--- src/design/timer2_pkg.sv ---
package timer2_pkg;

	// ==========================================================
	// special function register addresses
	localparam logic [7:0] CONTROL_ADDR = 8'h00;
	localparam logic [7:0] RELOAD_LOW_ADDR = 8'h01;
	localparam logic [7:0] RELOAD_HIGH_ADDR = 8'h02;
	localparam logic [7:0] COUNT_LOW_ADDR = 8'h03;
	localparam logic [7:0] COUNT_HIGH_ADDR = 8'h04;

	// ==========================================================
	// control register field positions
	localparam int OVERFLOW_FLAG_BIT = 7;
	localparam int EXTERNAL_FLAG_BIT = 6;
	localparam int RECEIVE_CLOCK_SELECT_BIT = 5;
	localparam int TRANSMIT_CLOCK_SELECT_BIT = 4;
	localparam int EXTERNAL_ENABLE_BIT = 3;
	localparam int RUN_CONTROL_BIT = 2;
	localparam int COUNTER_SELECT_BIT = 1;
	localparam int CAPTURE_RELOAD_SELECT_BIT = 0;

	// ==========================================================
	// reset values
	localparam logic [7:0] CONTROL_RESET = 8'h00;
	localparam logic [15:0] COUNT_RESET = 16'h0000;
	localparam logic [15:0] RELOAD_RESET = 16'h0000;
	localparam logic [7:0] READ_UNMAPPED = 8'h00;

	// ==========================================================
	// counts of cycles and events
	localparam logic [15:0] COUNT_MAX = 16'hffff;
	localparam logic [15:0] COUNT_WRAP = 16'h0000;
	localparam logic [3:0] PRESCALE_LAST = 4'hb;
	localparam logic [3:0] BIT_TICK_LAST = 4'hf;

	// ==========================================================
	// types
	typedef struct packed {
		logic overflow_flag;
		logic external_flag;
		logic receive_clock_select;
		logic transmit_clock_select;
		logic external_enable;
		logic run_control;
		logic counter_select;
		logic capture_reload_select;
	} control_type;

	typedef struct packed {
		logic [7:0] addr;
		logic we;
		logic [7:0] wdata;
	} sfr_write_type;

	typedef enum logic [1:0] {
		MODE_OFF = 2'b00,
		MODE_CAPTURE = 2'b01,
		MODE_RELOAD = 2'b10,
		MODE_BAUD = 2'b11
	} timer_mode_type;

endpackage

--- src/design/pin_fall_detect.sv ---
`timescale 1ns/1ps
module pin_fall_detect (
	// clock and reset
	input wire logic clk,
	input wire logic rst,
	// asynchronous pin
	input wire logic pin,
	// one-cycle pulse on a high-to-low transition
	output logic fall
);

	logic meta_r;
	logic sync_r;
	logic prev_r;

	// ==========================================================
	// two-stage synchroniser; the first stage feeds only the second
	always_ff @(posedge clk) begin
		if (rst) begin
			meta_r <= 1'b1;
			sync_r <= 1'b1;
			prev_r <= 1'b1;
		end else begin
			meta_r <= pin;
			sync_r <= meta_r;
			prev_r <= sync_r;
		end
	end

	// a level held two cycles is always seen by the second stage
	assign fall = prev_r & ~sync_r;

endmodule

--- src/design/bit_tick_divider.sv ---
`timescale 1ns/1ps
module bit_tick_divider
	import timer2_pkg::*;
(
	// clock and reset
	input wire logic clk,
	input wire logic rst,
	// shift clock ticks in, one bit tick out per sixteen
	input wire logic tick,
	output logic bit_tick
);

	logic [3:0] cnt_r;

	// ==========================================================
	// divide by sixteen
	always_ff @(posedge clk) begin
		if (rst) begin
			cnt_r <= 4'h0;
		end else if (tick) begin
			cnt_r <= cnt_r + 4'h1;
		end
	end

	always_ff @(posedge clk) begin
		if (rst) begin
			bit_tick <= 1'b0;
		end else begin
			bit_tick <= tick && (cnt_r == BIT_TICK_LAST);
		end
	end

endmodule

--- src/design/timer2_brg.sv ---
`timescale 1ns/1ps
// Function
// - baud mode reloads the counter from the reload pair on each overflow
// - baud mode overflow never sets the overflow flag; it becomes a UART tick
// - overflow ticks may drive transmit, receive or both, chosen independently
// - either clock select bit set gives baud mode, always auto-reload
// - UART bit rate is the selected tick rate divided by sixteen
// - baud mode with timer function counts at system clock over two
// - baud mode with counter function counts every second count pin fall
// - other modes with timer function count at system clock over one or twelve by prescale select
// - baud mode: enabled trigger fall sets the external flag and requests interrupt
// - overflow sets the sticky overflow flag except in baud mode
// - enabled trigger fall causing capture or reload sets the sticky external flag
// - receive select picks timer 1 or this timer for the receive clock
// - transmit select picks timer 1 or this timer for the transmit clock
// - trigger falls ignored unless external enable is one
// - run control stops the timer at zero, lets it count at one
// - counter select picks prescaled clock or count pin falling edges
// - capture select chooses reload or capture; ignored in baud mode
// - capture copies the counter into the reload pair on trigger fall
module timer2_brg
	import timer2_pkg::*;
(
	// clock and reset
	input wire logic CLK,
	input wire logic SYS_RST,
	// special function register access
	input wire logic [7:0] SFR_ADDR,
	input wire logic SFR_WE,
	input wire logic [7:0] SFR_WDATA,
	output logic [7:0] SFR_RDATA,
	// prescale select bit of the clock control register
	input wire logic PRESCALE_SELECT,
	// external pins
	input wire logic EXTERNAL_COUNT_PIN,
	input wire logic EXTERNAL_TRIGGER_PIN,
	// timer 1 overflow pulse
	input wire logic TIMER1_OVF,
	// interrupt request
	output logic TIMER_IRQ,
	// UART shift clock ticks
	output logic TX_SHIFT_TICK,
	output logic RX_SHIFT_TICK,
	// UART bit rate ticks
	output logic TX_BIT_TICK,
	output logic RX_BIT_TICK
);

	// ==========================================================
	// declarations
	sfr_write_type sfr;
	control_type ctrl_r;
	control_type ctrl_nxt;
	timer_mode_type mode;
	logic [15:0] count_r;
	logic [15:0] count_nxt;
	logic [15:0] reload_r;
	logic [15:0] reload_nxt;
	logic [3:0] presc_r;
	logic half_r;
	logic presc_tick;
	logic baud;
	logic count_fall;
	logic trig_fall;
	logic trig_evt;
	logic src_evt;
	logic inc;
	logic wrap;
	logic baud_ovf;
	logic ovf_set;
	logic ext_set;
	logic capture;
	logic trig_reload;
	logic wr_ctrl;
	logic wr_rl;
	logic wr_rh;
	logic wr_cl;
	logic wr_ch;
	logic [1:0] clk_sel;
	logic [1:0] shift_tick;
	logic [1:0] bit_tick;

	assign sfr = '{addr: SFR_ADDR, we: SFR_WE, wdata: SFR_WDATA};

	// ==========================================================
	// write decode
	// unmapped addresses match no branch and are dropped
	always_comb begin
		wr_ctrl = 1'b0;
		wr_rl = 1'b0;
		wr_rh = 1'b0;
		wr_cl = 1'b0;
		wr_ch = 1'b0;
		if (!sfr.we) begin
			wr_ctrl = 1'b0;
		end else if (sfr.addr == CONTROL_ADDR) begin
			wr_ctrl = 1'b1;
		end else if (sfr.addr == RELOAD_LOW_ADDR) begin
			wr_rl = 1'b1;
		end else if (sfr.addr == RELOAD_HIGH_ADDR) begin
			wr_rh = 1'b1;
		end else if (sfr.addr == COUNT_LOW_ADDR) begin
			wr_cl = 1'b1;
		end else if (sfr.addr == COUNT_HIGH_ADDR) begin
			wr_ch = 1'b1;
		end
	end

	// ==========================================================
	// pin sampling
	pin_fall_detect u_count_pin (
		.clk(CLK),
		.rst(SYS_RST),
		.pin(EXTERNAL_COUNT_PIN),
		.fall(count_fall)
	);

	pin_fall_detect u_trigger_pin (
		.clk(CLK),
		.rst(SYS_RST),
		.pin(EXTERNAL_TRIGGER_PIN),
		.fall(trig_fall)
	);

	// ==========================================================
	// mode selection
	assign baud = ctrl_r.receive_clock_select | ctrl_r.transmit_clock_select;

	always_comb begin
		if (!ctrl_r.run_control) begin
			mode = MODE_OFF;
		end else if (baud) begin
			mode = MODE_BAUD;
		end else if (ctrl_r.capture_reload_select) begin
			mode = MODE_CAPTURE;
		end else begin
			mode = MODE_RELOAD;
		end
	end

	// ==========================================================
	// timebase
	// the twelve-way prescaler free-runs so the divide by one switch is glitch free
	always_ff @(posedge CLK) begin
		if (SYS_RST) begin
			presc_r <= 4'h0;
		end else if (presc_tick) begin
			presc_r <= 4'h0;
		end else begin
			presc_r <= presc_r + 4'h1;
		end
	end

	assign presc_tick = presc_r == PRESCALE_LAST;

	// in baud mode the selected source is halved once more
	assign src_evt = ctrl_r.counter_select ? count_fall : 1'b1;

	always_ff @(posedge CLK) begin
		if (SYS_RST) begin
			half_r <= 1'b0;
		end else if (!baud) begin
			half_r <= 1'b0;
		end else if (src_evt) begin
			half_r <= ~half_r;
		end
	end

	always_comb begin
		case (mode)
			MODE_OFF: begin
				inc = 1'b0;
			end
			MODE_BAUD: begin
				inc = src_evt & half_r;
			end
			default: begin
				if (ctrl_r.counter_select) begin
					inc = count_fall;
				end else if (PRESCALE_SELECT) begin
					inc = 1'b1;
				end else begin
					inc = presc_tick;
				end
			end
		endcase
	end

	assign wrap = inc && (count_r == COUNT_MAX);

	// ==========================================================
	// events
	assign trig_evt = trig_fall & ctrl_r.external_enable;
	assign capture = trig_evt && (mode == MODE_CAPTURE);
	assign trig_reload = trig_evt && (mode == MODE_RELOAD);
	assign baud_ovf = wrap && (mode == MODE_BAUD);
	assign ovf_set = wrap && (mode != MODE_BAUD);
	// in baud mode the trigger only raises the flag: an extra interrupt source
	assign ext_set = capture | trig_reload | (trig_evt & baud);

	// ==========================================================
	// control register
	always_comb begin
		ctrl_nxt = ctrl_r;
		if (wr_ctrl) begin
			ctrl_nxt = control_type'(sfr.wdata);
		end
		// writing one to a flag sets it, which lets software raise the interrupt
		// a hardware set in the same cycle as a software clear wins
		if (ovf_set) begin
			ctrl_nxt.overflow_flag = 1'b1;
		end
		if (ext_set) begin
			ctrl_nxt.external_flag = 1'b1;
		end
	end

	always_ff @(posedge CLK) begin
		if (SYS_RST) begin
			ctrl_r <= control_type'(CONTROL_RESET);
		end else begin
			ctrl_r <= ctrl_nxt;
		end
	end

	// ==========================================================
	// counter
	// a software write to a count byte takes priority over counting
	// capture mode has no reload value of its own, so it wraps to zero
	always_comb begin
		count_nxt = count_r;
		if (wr_cl) begin
			count_nxt = {count_r[15:8], sfr.wdata};
		end else if (wr_ch) begin
			count_nxt = {sfr.wdata, count_r[7:0]};
		end else if (trig_reload) begin
			count_nxt = reload_r;
		end else if (wrap) begin
			if (mode == MODE_CAPTURE) begin
				count_nxt = COUNT_WRAP;
			end else begin
				count_nxt = reload_r;
			end
		end else if (inc) begin
			count_nxt = count_r + 16'h0001;
		end
	end

	always_ff @(posedge CLK) begin
		if (SYS_RST) begin
			count_r <= COUNT_RESET;
		end else begin
			count_r <= count_nxt;
		end
	end

	// ==========================================================
	// reload and capture pair
	// a capture beats a software write in the same cycle
	always_comb begin
		reload_nxt = reload_r;
		if (capture) begin
			reload_nxt = count_r;
		end else if (wr_rl) begin
			reload_nxt = {reload_r[15:8], sfr.wdata};
		end else if (wr_rh) begin
			reload_nxt = {sfr.wdata, reload_r[7:0]};
		end
	end

	always_ff @(posedge CLK) begin
		if (SYS_RST) begin
			reload_r <= RELOAD_RESET;
		end else begin
			reload_r <= reload_nxt;
		end
	end

	// ==========================================================
	// read data
	// the count bytes are not latched: stop the timer before reading both
	always_ff @(posedge CLK) begin
		if (SYS_RST) begin
			SFR_RDATA <= READ_UNMAPPED;
		end else if (SFR_ADDR == CONTROL_ADDR) begin
			SFR_RDATA <= ctrl_r;
		end else if (SFR_ADDR == RELOAD_LOW_ADDR) begin
			SFR_RDATA <= reload_r[7:0];
		end else if (SFR_ADDR == RELOAD_HIGH_ADDR) begin
			SFR_RDATA <= reload_r[15:8];
		end else if (SFR_ADDR == COUNT_LOW_ADDR) begin
			SFR_RDATA <= count_r[7:0];
		end else if (SFR_ADDR == COUNT_HIGH_ADDR) begin
			SFR_RDATA <= count_r[15:8];
		end else begin
			SFR_RDATA <= READ_UNMAPPED;
		end
	end

	// ==========================================================
	// interrupt request; the enable lives in the interrupt controller
	always_ff @(posedge CLK) begin
		if (SYS_RST) begin
			TIMER_IRQ <= 1'b0;
		end else begin
			TIMER_IRQ <= ctrl_r.overflow_flag | ctrl_r.external_flag;
		end
	end

	// ==========================================================
	// UART shift clock selection and bit rate ticks, per channel
	// channel 0 is transmit and channel 1 is receive
	assign clk_sel = {ctrl_r.receive_clock_select, ctrl_r.transmit_clock_select};

	generate
		for (genvar ch = 0; ch < 2; ch++) begin : g_chan
			logic tick_r;

			always_ff @(posedge CLK) begin
				if (SYS_RST) begin
					tick_r <= 1'b0;
				end else if (clk_sel[ch]) begin
					tick_r <= baud_ovf;
				end else begin
					tick_r <= TIMER1_OVF;
				end
			end

			assign shift_tick[ch] = tick_r;

			// one bit tick per sixteen shift ticks
			bit_tick_divider u_div (
				.clk(CLK),
				.rst(SYS_RST),
				.tick(tick_r),
				.bit_tick(bit_tick[ch])
			);
		end
	endgenerate

	// ==========================================================
	// outputs
	assign TX_SHIFT_TICK = shift_tick[0];
	assign RX_SHIFT_TICK = shift_tick[1];
	assign TX_BIT_TICK = bit_tick[0];
	assign RX_BIT_TICK = bit_tick[1];

endmodule

--- config.mk ---
export PLATFORM = sky130hd
export DESIGN_NAME = timer2_brg
export DESIGN_NICKNAME = d
export VERILOG_FILES = /design/src/design/timer2_pkg.sv /design/src/design/pin_fall_detect.sv /design/src/design/bit_tick_divider.sv /design/src/design/timer2_brg.sv
export SDC_FILE = /design/constraint.sdc
export NUM_CORES = 1
export LEC_CHECK = 0
export BUFFER_PORTS_ARGS = -buffer_cell sky130_fd_sc_hd__buf_2
export CAP_MARGIN = 30
export CORE_ASPECT_RATIO = 1.75
export CORE_MARGIN = 5
export CORE_UTILIZATION = 50
export CTS_CLUSTER_DIAMETER = 50
export DETAILED_ROUTE_END_ITERATION = 7
export PLACE_DENSITY = 0.69
export SETUP_SLACK_MARGIN = 0.05
export SYNTH_ARGS = -nofsm -noshare
export SYNTH_HDL_FRONTEND = slang
export SYNTH_SLANG_ARGS = --single-unit
--- constraint.sdc ---
create_clock -name CLK -period 3.23 [get_ports CLK]
set_input_delay 0.646 -clock CLK [delete_from_list [all_inputs] [get_ports CLK]]
set_output_delay 0.646 -clock CLK [all_outputs]
set_load 0.02 [all_outputs]
Word-level counts from Yosys, hierarchy flattened --
Index checks and enable logic that the tools add are counted.
Word-level totals: logic and storage cells 126, register bits 72, output and inout port bits 13, input port bits 23
Operators by class: $add $sub $neg 4, reductions and logical operators 20, muxes and demuxes 46, equality and inequality tests 14, bitwise gates (word level) 14
Operators with widths (number):
- 2-to-1 mux 16 bit | 8
- 2-to-1 mux 8 bit | 7
- 2-to-1 mux 1 bit | 27
- adder 16 x 1 -> 16 bit, second input constant | 1
- == test 16 bit, second input constant | 1
- == test 8 x 2 -> 1 bit, second input constant | 2
- adder 4 x 1 -> 4 bit, second input constant | 3
- == test 4 bit, second input constant | 3
- == test 8 x 1 -> 1 bit, second input constant | 1
- == test 8 x 3 -> 1 bit, second input constant | 1
- zero test 8 bit | 1
- nonzero test 2 bit | 4
- nonzero test 4 bit | 2
- logical AND 1 bit | 7
- 2-to-1 mux 2 bit | 3
- != test 2 bit, second input constant | 3
- AND reduction 2 bit | 3
- bitwise AND 1 bit | 5
- inverter 1 bit | 5
- == test 2 bit, second input constant | 2
- bitwise OR 1 bit | 4
- OR reduction 2 bit | 2
- == test 2 x 1 -> 1 bit, second input constant | 1
- zero test 2 bit | 1
- one-hot mux 1 bit (2 select lines) | 1

Longest topological paths before layout --
depth in word-level cells 10, gate-level depth with buffers 11, gate-level depth less buffers 10

Hierarchy --
From an unflattened synthesis, not the netlist that was laid out.
Unflattened totals: cells, all modules 454, area total of the unflattened synthesis 3898.7 µm²
By module, submodules not included:
- timer2_brg | cells an instance 404, area an instance 3310.7 µm², sequential area each 1121.1 µm², instances 1
- bit_tick_divider | cells an instance 18, area an instance 209.0 µm², sequential area each 100.1 µm², instances 2
- pin_fall_detect | cells an instance 7, area an instance 85.1 µm², sequential area each 60.1 µm², instances 2

Least setup slack after synthesis --
Ideal clock, no wire load.
path kind register to register, start reg count_r[0], end reg count_r[8], arrival time 2.427 ns, setup time 0.096 ns, data required time 3.134 ns, clock period less this slack 2.523 ns, cell stages (with the launch flop) 9, path slack 0.707 ns, buffers on the path 1, cells stage by stage dfxtp_1 > ha_1 > nand2_1 > or4_4 > or4_4 > o21ai_4 > buf_6 > a21oi_2 > o41ai_2
Between the ends: longest elaborated chain between the ends 5, elaborated cells between the ends (all ways) 9, classes of those cells add/sub (1); eq/ne (1); mux (4); reduce/logical (3)
Ends and longest elaborated chain:
- from (decl) | RTL line timer2_brg.sv:55 | logic [15:0] count_r;
- from (signal assigned) | RTL line timer2_brg.sv:253 | count_r <= count_nxt;
- adder 16 x 1 -> 16 bit / == test 16 bit (equally long branches) | RTL line timer2_brg.sv:245, timer2_brg.sv:189
- 2-to-1 mux 16 bit / logical AND 1 bit (equally long branches) | RTL line timer2_brg.sv:244, timer2_brg.sv:189
- 2-to-1 mux 16 bit | RTL line timer2_brg.sv:238 | end else if (wrap) begin
- 2-to-1 mux 16 bit | RTL line timer2_brg.sv:236 | end else if (trig_reload) begin
- 2-to-1 mux 16 bit | RTL line timer2_brg.sv:234 | end else if (wr_ch) begin
Parallel ways exist; a longest one is shown, timed or not. The select of a mux whose other input is x is not followed. A chain may end at the register's enable or synchronous reset.

Worst setup path after layout --
start reg count_r[1], end reg count_r[2]
Between the ends: longest elaborated chain between the ends 6, elaborated cells between the ends (all ways) 10, classes of those cells add/sub (1); eq/ne (1); mux (5); reduce/logical (3)
Ends and longest elaborated chain:
- adder 16 x 1 -> 16 bit / == test 16 bit (equally long branches) | RTL line timer2_brg.sv:245, timer2_brg.sv:189
- 2-to-1 mux 16 bit / logical AND 1 bit (equally long branches) | RTL line timer2_brg.sv:244, timer2_brg.sv:189
- 2-to-1 mux 16 bit | RTL line timer2_brg.sv:238
- 2-to-1 mux 16 bit | RTL line timer2_brg.sv:236
- 2-to-1 mux 16 bit | RTL line timer2_brg.sv:234
- 2-to-1 mux 8 bit | RTL line timer2_brg.sv:232 | if (wr_cl) begin
Parallel ways exist; a longest one is shown, timed or not. The select of a mux whose other input is x is not followed.

==> impl_metrics.tcl <==
set metrics [dict create \
    status "completed" \
    synth_cell_type_count 58 \
    worst_pin_slew_ps 712 \
    fill_cells 665 \
    post_cts_buffers 0 \
    pwr-share-seq_pct 45.6 \
    switching_share_pct 22.1 \
    p_leak_nw 1.80 \
    cap_viol_max_count 0 \
    hp-class "reg -> reg" \
    die_w_um 75.2 \
    cp_max_fo 16 \
    yosysSeqAreaShare_pct 38.8 \
    io_pins 36 \
    avgSynthCellArea_um2 8.38 \
    crit_type "reg -> reg" \
    avgRoutedWirePerCell_um 19.8 \
    endpoint_kind "register" \
    setup_viol 0 \
    io_buffers 35 \
    async_reset_ff_share_pct 0 \
    max_freq_ghz 0.341 \
    cts-root-buf "clkbuf_16" \
    synth_ff_type "dfxtp_1" \
    cts.path.max_buffers 2 \
    vias_per_cell 6.21 \
    ant_nets 0 \
    ctsResizeCount 0 \
    drt-initial-drc-count 223 \
    num_rows 41 \
    grt_pass1_wl_mm 17.8 \
    fp.dieH_um 124 \
    clkTransAtPathRegs_ps 60 \
    hold_violations 0 \
    dp.cells 555 \
    p_switching_w 0.000440 \
    fin_skew_ps 6.54 \
    syn2layout_area_growth_pct 16.6 \
    cts_tree "done" \
    p_clk_share_pct 49.4 \
    clock_sinks 72 \
    die_area_um2 9330 \
    nets 510 \
    globalplace.congestion 1.02 \
    min_period_over_period_pct 90.8 \
    worstSkewPairLatency_ps 340 \
    firstDrtPassIters 4 \
    ys_ff_latch 72 \
    cp-start-kind "register" \
    drive_gt1_share_pct 18.8 \
    max-slew-margin-rel_pct 52.5 \
    synth_edf_count 0 \
    syn_area_um2 3720 \
    antenna_found_initial 0 \
    syn_inst 444 \
    power_density_nw_per_um2 460 \
    grt_overflow 0 \
    start_util_pct 51.4 \
    drt_drc_violations_left 0 \
    antenna_cells 0 \
    internal_power_w 0.00155 \
    grt_max_degree 43 \
    cts_hold_buf 0 \
    setup_tns_ps 0 \
    fin_crit_ps 2930 \
    cts_buffers 9 \
    required_ps 3460 \
    htree_levels 3 \
    cp.arrival_ps 3160 \
    grt.total_usage_pct 25.9 \
    final_cell_count_no_fill 571 \
    vias 3548 \
    peakVddDrop_mv 0.255 \
    yosys_warnings 0 \
    core_area_um2 7230 \
    rsz0062_at_grt "false" \
    wirelength_mm 11.3 \
    place_hpwl_mm 8.29 \
    grt_pass1_vias 3456 \
    syn_nets 474 \
    drv_slew 0 \
    combPwrFrac_pct 5.0 \
]
## cell usage after synthesis, drive strengths merged, types with 2 or more instances
cell type  number  area share (%)
dfxtp          72              39
nor2           68             6.9
nand2          40             4.0
clkbuf         21             2.2
mux2i          21             5.7
a211oi         16             3.2
a21oi          16             2.3
nand3          16             2.3
a22oi          14             2.8
o21ai          13             2.1
xnor2          13             3.1
nor3           12             1.6
o22ai          11             1.9
nor4           10             1.9
a221oi          9             2.3
buf             8             1.3
or2             8             1.3
xor2            8             1.9
ha              7             2.4
inv             7            0.71
nand2b          6             1.0
nand4           6             1.0
o41ai           5             1.6
and3            4            0.71
nand3b          4            0.81
nor3b           3            0.61
or4             3            0.81
and2            2            0.34
and3b           2            0.47
nand4b          2            0.47
o2111ai         2            0.47
o211ai          2            0.40
or3             2            0.34
## state kept, by name, summed over array words and instances, names as in the netlist, 2 cells and up
signal                 count
SFR_RDATA                  8
clk_sel                    2
count_r                   16
ctrl_r                     6
g_chan.u_div.bit_tick      2
g_chan.u_div.cnt_r         8
presc_r                    4
reload_r                  16
## cell usage in the layout (no fill, tap or decap), types with 3 or more instances in the layout
cell and n:
mux2i_1 21, a22oi_1 14, a211oi_1 16, inv_1 7, nand4_1 6, dfxtp_1 72
nand2b_1 6, nand2_1 40, o21ai_0 10, and3_1 3, o22ai_1 11, o41ai_1 3
a21oi_1 15, nand3b_1 4, xnor2_1 13, xor2_1 8, ha_1 7, buf_2 35
nor3b_1 3, nor2_1 67, buf_4 18, nor3_1 12, nand3_1 15, clkbuf_16 9
a221oi_1 8, nor4_1 8, or2_2 8
## worst max-delay path, stage by stage, from the launching register on
cell	delay, ps
dfxtp_1	440
ha_1	250
nand2_1	110
or4_4	520
or4_4	560
o21ai_4	460
a221oi_1	190
nor4_1	300
## layer usage
| metal | up-vias | part of all wire, % | track usage (%) |
|---|---|---|---|
| met1 | 1672 | 37 | 28.6 |
| li1 | 1686 | - | - |
| met3 | 51 | 5.0 | 4.20 |
| met2 | 139 | 52 | 44.7 |
| met5 | - | 0 | 0 |
| met4 | 0 | 6.1 | 16.1 |
## worst paths after layout
check                                             to  cells past startpoint            startpoint  slack, ps
worst max register to register            count_r[2]                      7            count_r[1]        300
worst min-delay path            u_trigger_pin.sync_r                      1  u_trigger_pin.meta_r        410
worst min register to register  u_trigger_pin.sync_r                      1  u_trigger_pin.meta_r        410
worst max-delay path                      count_r[2]                      7            count_r[1]        300
## cells by family after synthesis
group | count (synthesis) | share of synthesized area, %
AO/OA/AOI/OAI | 96 | 18.7
XOR/XNOR | 21 | 4.95
adder cells (fa/ha/maj) | 7 | 2.36
buffers and inverters | 36 | 4.14
flip-flops | 72 | 38.8
multiplexers | 21 | 5.65
AND/OR/NAND/NOR | 191 | 25.4
## area by class of cell
class | instances | area (µm²) | area share [%]
clock buffers | 11 | 243 | 5.60
clock inverters | 5 | 56.3 | 1.30
inverters | 7 | 26.3 | 0.606
multi-input cells | 336 | 2130 | 49.1
flip-flops and latches | 72 | 1440 | 33.3
well taps | 86 | 108 | 2.48
repair buffers | 54 | 330 | 7.62
## power by group through the flow
stage                     Sequential, W  Clock (W)  Combinational [W]
after global routing           0.000911    0.00104           0.000108
after detailed placement       0.000930          0          0.0000980
after floorplan                0.000930          0          0.0000536
after global placement         0.000929          0          0.0000963
final                          0.000910   0.000985          0.0000990
after CTS                      0.000910    0.00100          0.0000986
## through the flow
step	hold WS, ps	instance area [µm²]	power (W)	setup slack, ps	utilization [%]
after floorplan	389	3720	0.000983	707	-
after global placement	391	4040	0.00103	400	55.8
after detailed placement	398	4040	0.00103	320	55.8
after CTS	412	4330	0.00201	320	59.9
after global routing	431	4330	0.00206	66.9	59.9
final	413	4330	0.00199	298	59.9
No activity file was read; power rests on OpenSTA's default activity.
